$ cat src/egp_pkg.sv
// Package for the eight-bit general-purpose port: addresses, widths, reset values.
// Assumes a 16-bit peripheral bus with word addresses and one-cycle strobes.
`default_nettype none
package egp_pkg;
  localparam int unsigned EGP_PINS = 8; // Pins in the port
  localparam int unsigned EGP_AW = 16; // Peripheral word address width
  localparam int unsigned EGP_DW = 16; // Peripheral data width
  localparam logic [15:0] EGP_DIR_ADDR = 16'h3400; // Direction register
  localparam logic [15:0] EGP_LVL_ADDR = 16'h3401; // Level register
  localparam logic [7:0] EGP_DIR_RST = 8'h00; // All pins input after reset
  localparam logic [7:0] EGP_OUT_RST = 8'h00; // Output latch after reset
  localparam logic [7:0] EGP_RSVD_RD = 8'h00; // Upper byte reads zero
  localparam int unsigned EGP_STRAP_BIT = 7; // Pin that straps the shared pins
  localparam int unsigned EGP_SHARE_A = 3; // Port pin on shared pin a
  localparam int unsigned EGP_SHARE_B = 5; // Port pin on shared pin b
  localparam logic [15:0] EGP_UNMAPPED_RD = 16'h0000; // Answer for other addresses
endpackage
`default_nettype wire

$ cat src/egp_port.sv
// Eight-bit general-purpose port with direction and level registers.
// Assumes a simple peripheral bus: word address, read and write strobes,
// read data valid one cycle after the read strobe.
//
// Behaviour
// - Eight pins, each input or output
// - CPU and DMA reach registers via bus
// - Direction register at 0x3400
// - Level register at 0x3401
// - Pins 3 and 5 shared with serial
// - Strap low: shared pins are port pins
// - Strap high: shared pins serve serial port
// - Selection latched at reset release, then fixed
// - Direction bit: 0 input, 1 output, reset 0
// - Input pins read their sampled level
// - Output pins drive written level
// - After reset level reads pin levels
`default_nettype none
module egp_port
  import egp_pkg::*;
(
  input wire logic clk, // 200 MHz peripheral clock
  input wire logic rst, // Synchronous reset, high
  input wire logic [EGP_AW-1:0] bus_addr, // Word address
  input wire logic bus_wr, // Write strobe, one cycle
  input wire logic bus_rd, // Read strobe, one cycle
  input wire logic [EGP_DW-1:0] bus_wdata, // Write data
  output logic [EGP_DW-1:0] bus_rdata, // Read data, registered
  output logic bus_rvalid, // Read data valid pulse
  input wire logic [EGP_PINS-1:0] pin_in, // Pin levels
  output logic [EGP_PINS-1:0] pin_out, // Pin drive levels
  output logic [EGP_PINS-1:0] pin_oe, // Pin drive enables
  output logic serial_mode // 1: shared pins serve serial port
);
  ////////////////////////////////////////////////////////////////////////////
  // State
  typedef struct packed {
    logic [7:0] dir;      // Direction bits
    logic [7:0] out;      // Output latch
    logic [15:0] rdata;   // Read data
    logic rvalid;         // Read answer
    logic in_rst;         // Reset seen last cycle
    logic strap;          // Shared-pin selection
  } egp_state_t;
  egp_state_t s_q, s_d;
  logic [7:0] lvl; // Registered pin levels
  logic [7:0] cell_oe; // Raw enables from cells
  logic [7:0] cell_out; // Raw drive from cells
  logic [7:0] lvl_view; // Level register read view
  logic [7:0] drive_dir; // Enables handed to the cells
  logic [7:0] drive_val; // Levels handed to the cells

  ////////////////////////////////////////////////////////////////////////////
  // Shared-pin masking
  // In serial mode pins 3 and 5 belong to the serial transmitter, so their
  // cells get a zero enable and a zero level. Masking ahead of the cell flops
  // keeps every pin output a flop output. The price is one cycle of lag, which
  // never shows: the strap only moves at reset release, when every direction
  // bit is still clear.
  always_comb begin
    drive_dir = s_q.dir;
    drive_val = s_q.out;
    if (s_q.strap) begin
      drive_dir[EGP_SHARE_A] = 1'b0;
      drive_dir[EGP_SHARE_B] = 1'b0;
      drive_val[EGP_SHARE_A] = 1'b0; // Serial port owns the level
      drive_val[EGP_SHARE_B] = 1'b0;
    end
  end

  ////////////////////////////////////////////////////////////////////////////
  // Pin cells
  // Each cell registers its enable, its drive level and the sampled pin level
  genvar gi;
  generate
    for (gi = 0; gi < EGP_PINS; gi++) begin : g_pin
      egp_pin_cell u_cell (
        .clk(clk),
        .rst(rst),
        .dir_out(drive_dir[gi]),
        .out_val(drive_val[gi]),
        .pad_in(pin_in[gi]),
        .pad_out(cell_out[gi]),
        .pad_oe(cell_oe[gi]),
        .lvl(lvl[gi])
      );
    end
  endgenerate

  // Output pins read their latch, inputs their sampled level
  assign lvl_view = (s_q.dir & s_q.out) | (~s_q.dir & lvl);

  ////////////////////////////////////////////////////////////////////////////
  // Next state
  // Writes land at the strobe edge; reads answer one cycle later with a
  // single-cycle valid. A write and a read in one cycle read the old value,
  // since the answer is built from the current registers.
  always_comb begin
    s_d = s_q;
    s_d.rvalid = 1'b0;
    s_d.in_rst = rst;
    // Strap caught on the first cycle after reset release, held until the next reset release
    if (s_q.in_rst && !rst) begin
      s_d.strap = pin_in[EGP_STRAP_BIT];
    end
    // Writes; the upper byte is discarded
    if (bus_wr) begin
      if (bus_addr == EGP_DIR_ADDR) begin
        s_d.dir = bus_wdata[7:0];
      end else if (bus_addr == EGP_LVL_ADDR) begin
        s_d.out = bus_wdata[7:0];
      end
    end
    // Reads, answered the next cycle
    if (bus_rd) begin
      s_d.rvalid = 1'b1;
      if (bus_addr == EGP_DIR_ADDR) begin
        s_d.rdata = {EGP_RSVD_RD, s_q.dir};
      end else if (bus_addr == EGP_LVL_ADDR) begin
        s_d.rdata = {EGP_RSVD_RD, lvl_view};
      end else begin
        s_d.rdata = EGP_UNMAPPED_RD;
      end
    end
    if (rst) begin
      s_d.dir = EGP_DIR_RST;
      s_d.out = EGP_OUT_RST;
      s_d.rdata = '0;
      s_d.rvalid = 1'b0;
      s_d.strap = s_q.strap;
    end
  end

  // State register; strap holds over reset until release samples it.
  // The strap has no reset value of its own: it is unknown until the first
  // release, and software must not rely on the shared pins before then.
  // No reset branch here: reset is handled in the next-state logic above.
  always_ff @(posedge clk) begin
    s_q <= s_d;
  end

  ////////////////////////////////////////////////////////////////////////////
  // Outputs: all straight from flops
  // Shared pins were already masked ahead of the cells in serial mode
  assign pin_out = cell_out;
  assign pin_oe = cell_oe;
  assign bus_rdata = s_q.rdata;
  assign bus_rvalid = s_q.rvalid;
  assign serial_mode = s_q.strap;

  ////////////////////////////////////////////////////////////////////////////
  // Checks
  // All checks run on the one clock and stand down while reset is high,
  // except those that describe what reset itself must do.
  chk_dir_write: assert property (@(posedge clk) disable iff (rst)
    bus_wr && bus_addr == EGP_DIR_ADDR |=> s_q.dir == $past(bus_wdata[7:0]))
    else $error("direction write lost");
  chk_rsvd_zero: assert property (@(posedge clk) disable iff (rst)
    bus_rvalid |-> bus_rdata[15:8] == 8'h00)
    else $error("reserved bits not zero");
  chk_read_dir: assert property (@(posedge clk) disable iff (rst)
    bus_rd && bus_addr == EGP_DIR_ADDR |=> bus_rvalid && bus_rdata[7:0] == $past(s_q.dir))
    else $error("direction read wrong");
  chk_read_lvl: assert property (@(posedge clk) disable iff (rst)
    bus_rd && bus_addr == EGP_LVL_ADDR |=> bus_rdata[7:0] == $past(lvl_view))
    else $error("level read wrong");
  chk_input_lvl: assert property (@(posedge clk) disable iff (rst)
    s_q.dir == 8'h00 |-> ##1 lvl == $past(pin_in))
    else $error("input level not sampled");
  chk_drive_pin: assert property (@(posedge clk) disable iff (rst)
    !s_q.strap && $stable(s_q.dir) && $stable(s_q.out) |=> pin_oe == $past(s_q.dir)
      && (pin_out & pin_oe) == ($past(s_q.out) & pin_oe))
    else $error("pin drive wrong");
  chk_strap_fixed: assert property (@(posedge clk) disable iff (rst)
    !$past(s_q.in_rst) |-> $stable(s_q.strap))
    else $error("strap changed outside reset");
  chk_strap_take: assert property (@(posedge clk)
    $fell(rst) |=> s_q.strap == $past(pin_in[EGP_STRAP_BIT]))
    else $error("strap not taken");
  chk_serial_off: assert property (@(posedge clk) disable iff (rst)
    serial_mode |-> !pin_oe[EGP_SHARE_A] && !pin_oe[EGP_SHARE_B])
    else $error("shared pin driven in serial mode");
  chk_rst_dir: assert property (@(posedge clk)
    rst |=> s_q.dir == 8'h00)
    else $error("direction not reset");
  // Register traffic
  chk_lvl_write: assert property (@(posedge clk) disable iff (rst)
    bus_wr && bus_addr == EGP_LVL_ADDR |=> s_q.out == $past(bus_wdata[7:0]))
    else $error("level latch write lost");
  chk_answer_once: assert property (@(posedge clk) disable iff (rst)
    bus_rvalid |-> $past(bus_rd))
    else $error("read answer without request");
  chk_rdata_hold: assert property (@(posedge clk) disable iff (rst)
    !bus_rd |=> $stable(bus_rdata))
    else $error("read data moved without read");
  chk_unmapped_zero: assert property (@(posedge clk) disable iff (rst)
    bus_rd && bus_addr != EGP_DIR_ADDR && bus_addr != EGP_LVL_ADDR
      |=> bus_rvalid && bus_rdata == EGP_UNMAPPED_RD)
    else $error("unmapped read not zero");
  chk_dir_hold: assert property (@(posedge clk) disable iff (rst)
    !(bus_wr && bus_addr == EGP_DIR_ADDR) |=> $stable(s_q.dir))
    else $error("direction moved without write");
  chk_out_hold: assert property (@(posedge clk) disable iff (rst)
    !(bus_wr && bus_addr == EGP_LVL_ADDR) |=> $stable(s_q.out))
    else $error("output latch moved without write");
  // Level register contents, input pins against the pins two cycles back
  chk_input_read: assert property (@(posedge clk) disable iff (rst)
    bus_rd && bus_addr == EGP_LVL_ADDR |=> (bus_rdata[7:0] & ~$past(s_q.dir))
      == ($past(pin_in, 2) & ~$past(s_q.dir)))
    else $error("input pin read wrong");
  chk_output_read: assert property (@(posedge clk) disable iff (rst)
    bus_rd && bus_addr == EGP_LVL_ADDR |=> (bus_rdata[7:0] & $past(s_q.dir))
      == ($past(s_q.out) & $past(s_q.dir)))
    else $error("output pin read wrong");
  chk_rst_quiet: assert property (@(posedge clk)
    rst |=> pin_oe == 8'h00 && !bus_rvalid)
    else $error("pins or answer active in reset");
  chk_serial_level: assert property (@(posedge clk) disable iff (rst)
    serial_mode |-> !pin_out[EGP_SHARE_A] && !pin_out[EGP_SHARE_B])
    else $error("shared pin level set in serial mode");
  cov_dir_write: cover property (@(posedge clk) bus_wr && bus_addr == EGP_DIR_ADDR);
  cov_lvl_read: cover property (@(posedge clk) bus_rd && bus_addr == EGP_LVL_ADDR);
  cov_serial: cover property (@(posedge clk) $rose(serial_mode));
  cov_shared_port: cover property (@(posedge clk) !serial_mode && pin_oe[EGP_SHARE_A]);
endmodule
`default_nettype wire

$ cat src/egp_pin_cell.sv
// One port pin: output drive, enable and input sampling.
// Assumes the pad resolves the wire from the enable; input is synchronous.
`default_nettype none
module egp_pin_cell
  import egp_pkg::*;
(
  input wire logic clk, // Clock
  input wire logic rst, // Synchronous reset, high
  input wire logic dir_out, // 1 drives the pin
  input wire logic out_val, // Level to drive
  input wire logic pad_in, // Level seen on the pin
  output logic pad_out, // Level driven on the pin
  output logic pad_oe, // High while driving
  output logic lvl // Registered pin level
);
  typedef struct packed {
    logic out;
    logic oe;
    logic lvl;
  } egp_cell_t;
  egp_cell_t s_q, s_d;

  // Next state: drive and sample
  always_comb begin
    s_d = s_q;
    s_d.oe = dir_out;
    s_d.out = out_val;
    s_d.lvl = pad_in;
    if (rst) begin
      s_d.oe = 1'b0;
      s_d.out = 1'b0;
    end
  end

  // State register
  always_ff @(posedge clk) begin
    s_q <= s_d;
  end

  assign pad_out = s_q.out;
  assign pad_oe = s_q.oe;
  assign lvl = s_q.lvl;
endmodule
`default_nettype wire

$ cat config.mk
export PLATFORM = sky130hd
export DESIGN_NAME = egp_port
export DESIGN_NICKNAME = d
export VERILOG_FILES = /design/src/egp_pkg.sv /design/src/egp_port.sv /design/src/egp_pin_cell.sv
export SDC_FILE = /design/constraint.sdc
export NUM_CORES = 1
export LEC_CHECK = 0
export BUFFER_PORTS_ARGS = -buffer_cell sky130_fd_sc_hd__buf_2
export CAP_MARGIN = 40
export CORE_UTILIZATION = 47
export DETAILED_ROUTE_END_ITERATION = 8
export GPL_ROUTABILITY_DRIVEN = 1
export HOLD_SLACK_MARGIN = 0.06
export PLACE_DENSITY = 0.78
export SETUP_SLACK_MARGIN = 0.3
export SYNTH_ARGS = -nofsm -noshare
export SYNTH_HDL_FRONTEND = slang
export SYNTH_SLANG_ARGS = --single-unit
$ cat constraint.sdc
create_clock -name clk -period 1.8 [get_ports clk]
set_input_delay 0.36 -clock clk [delete_from_list [all_inputs] [get_ports clk]]
set_output_delay 0.36 -clock clk [all_outputs]
set_load 0.02 [all_outputs]
== Word level (Yosys, flattened, before mapping) ==
Cells that the tools add are included.

* Order comparisons: 0
* Reduce and logical (&&, ||, !) cells: 6
* Multiply operators: 0
* Div/mod/pow operators: 0
* Multiplexer cells: 3
* Add/sub/neg operators: 0
* Equality and inequality tests: 2
* Bitwise logic cells: 6
* Shifts and indexed selects: 0

{| class="wikitable"
|+ Operators with widths
! operator !! count
|-
| == test 16 x 14 -> 1 bit, second input constant || 2
|-
| AND 8 bit || 2
|-
| 2-to-1 mux 8 bit || 2
|-
| inverter 8 bit || 1
|-
| bitwise OR 8 bit || 1
|-
| AND reduction 2 bit || 2
|-
| AND reduction 3 bit || 1
|-
| inverter 1 bit || 2
|-
| OR reduction 2 bit || 1
|-
| logical AND 1 bit || 1
|-
| logical NOT 1 bit || 1
|-
| 2-to-1 mux 1 bit || 1
|}

* Input port bits: 44
* Output and inout port bits: 34
* Latch bits: 0
* Logic and storage cells: 47
* Memories kept: 0
* Memory bits (writable): 0
* Bits in read-only memories: 0
* Register bits after elaboration: 51

== Logic depth before layout (Yosys ltp) ==
* Word-level depth: 5
* Gate-level depth with buffers: 5
* Gate-level depth less buffers: 4

== Hierarchy ==
Synthesis repeated with hierarchy kept, for this count alone.

* Cells, all modules: 199
* Area, all modules: 1911.8 µm²

{| class="wikitable"
|+ By module, submodules not included
! module !! area each (µm²) !! cells an instance !! instances !! seq. area each (µm²)
|-
| egp_port || 1331.3 || 159 || 1 || 550.5
|-
| egp_pin_cell || 72.6 || 5 || 8 || 60.1
|}

== Worst setup path before layout ==
OpenSTA, ideal clock, no wires.

* Path kind: input-to-reg
* Start: input bus_addr[11]
* End: register s_q, in the netlist bus_rdata[6]
* Arrival time: 1545 ps
* Stages on the path: 5
* Required time: 1717 ps
* Setup time: 83 ps
* Slack: 172 ps
* Path buffers: 1
* Path through: nor4b_4 -> nand4_2 -> or3b_1 -> buf_6 -> o31ai_4

* Cells in the longest elaborated chain, start to end: 3
* Elaborated cells on any way between the ends: 4
* Those cells by class: eq/ne: 2; mux: 2

{| class="wikitable"
|+ Ends and longest elaborated chain
! element !! RTL line !! source
|-
| start, declared || egp_port.sv:24 || <nowiki>input wire logic [EGP_AW-1:0] bus_addr,</nowiki>
|-
| == test 16 x 14 -> 1 bit || egp_port.sv:119 || <nowiki>end else if (bus_addr == EGP_LVL_ADDR) begin</nowiki>
|-
| 2-to-1 mux 8 bit || egp_port.sv:119 ||
|-
| 2-to-1 mux 8 bit * || egp_port.sv:117 || <nowiki>if (bus_addr == EGP_DIR_ADDR) begin</nowiki>
|-
| end signal, assigned || egp_port.sv:139 || <nowiki>s_q <= s_d;</nowiki>
|-
| end, declared || egp_port.sv:45 || <nowiki>egp_state_t s_q, s_d;</nowiki>
|}

Mark *: on every way between the ends. The rest lies on a longest branch, timed or not.
A chain may end at the register's enable or synchronous reset.

== Worst setup path in the final report ==
* Start: input bus_addr[6]
* End: register s_q, in the netlist bus_rdata[1]

Same word-level chain as after synthesis.

==> out/qor.yml <==
outcome: "finished clean"
syn_to_final_growth_pct: 12.5
setup_viol: 0
start_kind: "input pin"
vias_per_cell: 4.75
crit_path_end_kind: "register"
multi_input_comb_area_um2: 704
seq_area_frac_synth: 0.521
clk_pin_slew_ps: 90
clk_path_buf_depth: 2
ys_ff_latch: 51
clock_latency_ps: 300
yosysWarningCount: 0
hold_viol_final: 0
clkPwrFrac: 0.358
crit_start: "bus_addr[6]"
p_sw_uw: 426
dpl.hpwl_um: 2490
final_cell_count_no_fill: 294
syn_area_um2: 1980
antenna_found_initial: 0
slew_violations: 0
die_x_um: 66.9
num_vias: 1397
comb_power_share: 0.059
swShare: 0.216
async_flop_share: 0
syn_area_per_cell_um2: 9.71
initial_core_util: 0.492
grt_first_pass_wirelength_um: 5290
final-seq-area_um2: 1030
min_from: "pin_in[5]"
ant_nets: 0
htree_levels: 2
synth_cell_types: 26
synth-edff-count: 1
grt_pass1_vias: 1233
grt_max_degree: 26
fin_nets: 287
cts_tree: "built"
die_h_um: 66.9
grt_remaining_overflow: 0
yosys.area_share.simple: 0.183
core_um2: 4030
drc: 0
final.setup_skew_ps: 6.76
worstReg2RegStart: "s_q[32]$_SDFFE_PP0P_"
critPathKind: "input pin to register"
drive_gt1_frac: 0.320
cell_internal_pwr_mw: 1.54
drtPass1Iterations: 4
die_area_um2: 4480
cts_hold_buf: 0
synthAdderAreaFrac: 0
wl_per_cell_um: 11.3
cts_buffers: 5
hp-class: "input pin to register"
synth-compound-area-share: 0.156
fill_cells: 388
synth_top_family_by_area: "simple AND/OR/NAND/NOR gates"
seq_power_share: 0.583
rsz0062_at_grt: "no"
ir_worst_vdd_uv: 285
grtUsageTotal: 0.162
critPathRequiredTime_ps: 2020
cts.sinks: 51
fin_crit_sh: 0.766
synth_mux_area_frac: 0
io_pins: 78
synth-xor-area-share: 0
place_congestion: 0.810
p_per_area_nw_per_um2: 883
portBuffers: 61
antennaDiodeCount: 0
drt_wl_total_um: 3340
setup_tns_ps: 0
synth_ff_type: "dfxtp_1"
rows: 23
crit_arrival_ps: 1600
r2r_slack_ps: 910
maxCapViolations: 0
path_max_fanout: 8
cts-root-buf: "clkbuf_8"
synth_cells: 204
dp.cells: 286
clock.fmax_mhz: 726
p_leak_nw: 1.02
drt_iter0_drc: 87
period_needed_ps: 1380
-- final cells by class --
cell class	count	share of cell area
Tap cell	50	0.0281
Clock buffer	7	0.0432
Multi-Input combinational cell	121	0.316
Clock inverter	1	0.00281
Timing Repair Buffer	64	0.147
Sequential cell	51	0.463
-- cells in the mapped netlist, types with 2 or more instances --
cell type / number / area share
a21oi_1: 5 / 0.013
nor2b_1: 15 / 0.047
nand4_1: 2 / 0.0063
nand2b_1: 7 / 0.022
clkbuf_1: 6 / 0.011
nor2_1: 2 / 0.0038
nand2_1: 17 / 0.032
buf_4: 32 / 0.12
nand3_1: 3 / 0.0076
a21o_1: 7 / 0.027
dfxtp_1: 50 / 0.51
and2_1: 4 / 0.013
o21ai_0: 41 / 0.10
-- metrics by stage --
step           utilization  hold WS [ps]  power [mW]  cell area (µm²)  setup slack [ps]
2_1_floorplan            -           388        1.24             2010               215
3_3_place_gp         0.527           435        1.29             2120              72.3
3_5_place_dp         0.527           440        1.29             2120              14.3
4_1_cts              0.552           148        1.98             2230               333
5_1_grt              0.553           139        2.05             2230               352
6_report             0.553           154        1.97             2230               422
-- worst paths after layout --
| path | depth (start not counted) | end |
|---|---|---|
| setup / recovery | 5 | bus_rdata[1]$_SDFFE_PP0P_ |
| hold / removal | 1 | g_pin[5].u_cell.lvl$_DFF_P_ |
| setup reg to reg | 3 | bus_rdata[5]$_SDFFE_PP0P_ |
| hold reg to reg | 2 | bus_rdata[5]$_SDFFE_PP0P_ |
-- sequential cells by signal, indices dropped and copies added (netlist names) --
register and flops:
bus_rdata 8, g_pin.u_cell.lvl 8, g_pin.u_cell.pad_oe 8, g_pin.u_cell.pad_out 8, drive_dir 6, drive_val 6, s_q 5, bus_rvalid 1
serial_mode 1
-- cells by family after synthesis --
kind of cell / Yosys count
and+or+nand+nor: 58
DFF: 51
AOI/OAI and AO/OA: 55
other: 1
buffers and inverters: 39
-- critical path, cell delays in order --
cell and delay [ps]:
buf_2 110, nor4b_4 290, nand4_2 170, or3b_4 480
o21ai_0 190
-- power groups by stage --
| stage | combinational, mW | clock (mW) | sequential, mW |
|---|---|---|---|
| after floorplan | 0.0684 | 0 | 1.18 |
| after global placement | 0.116 | 0 | 1.17 |
| after detailed placement | 0.117 | 0 | 1.17 |
| after CTS | 0.118 | 0.718 | 1.15 |
| after global routing | 0.129 | 0.771 | 1.15 |
| final | 0.116 | 0.704 | 1.15 |
-- per-layer routing --
metal	up-vias	GRT usage	part of all wire
met5	-	0	0
li1	723	-	-
met1	623	0.198	0.43
met2	49	0.268	0.48
met3	2	0.0514	0.076
met4	0	0.0505	0.0075
-- repair_timing --
item                                    4_1_cts  5_1_grt
endpoints found under the setup margin        0        4
resized for setup                             0        1
setup buffers                                 0        0
-- placed cells by master (no fill, tap or decap), drive strengths merged --
| cell | Yosys | routed |
|---|---|---|
| clkbuf | 6 | 7 |
| o31ai | 1 | 1 |
| a21o | 7 | 7 |
| and3b | 1 | 1 |
| buf | 33 | 64 |
| nand3 | 3 | 3 |
| dfxtp | 50 | 50 |
| conb | 1 | 8 |
| nor2b | 15 | 15 |
| nand2 | 17 | 17 |
| nor2 | 2 | 2 |
| and2 | 4 | 4 |
| or3b | 1 | 1 |
| o21ai | 42 | 42 |
| nand4 | 3 | 3 |
| nand2b | 7 | 7 |
| and4 | 1 | 1 |
| inv | 0 | 1 |
| nor3 | 1 | 1 |
| nor4 | 1 | 1 |
| and4bb | 1 | 1 |
| edfxtp | 1 | 1 |
| nor4b | 1 | 1 |
| a21oi | 5 | 5 |
Note: power is estimated with default switching activity, not from simulation.
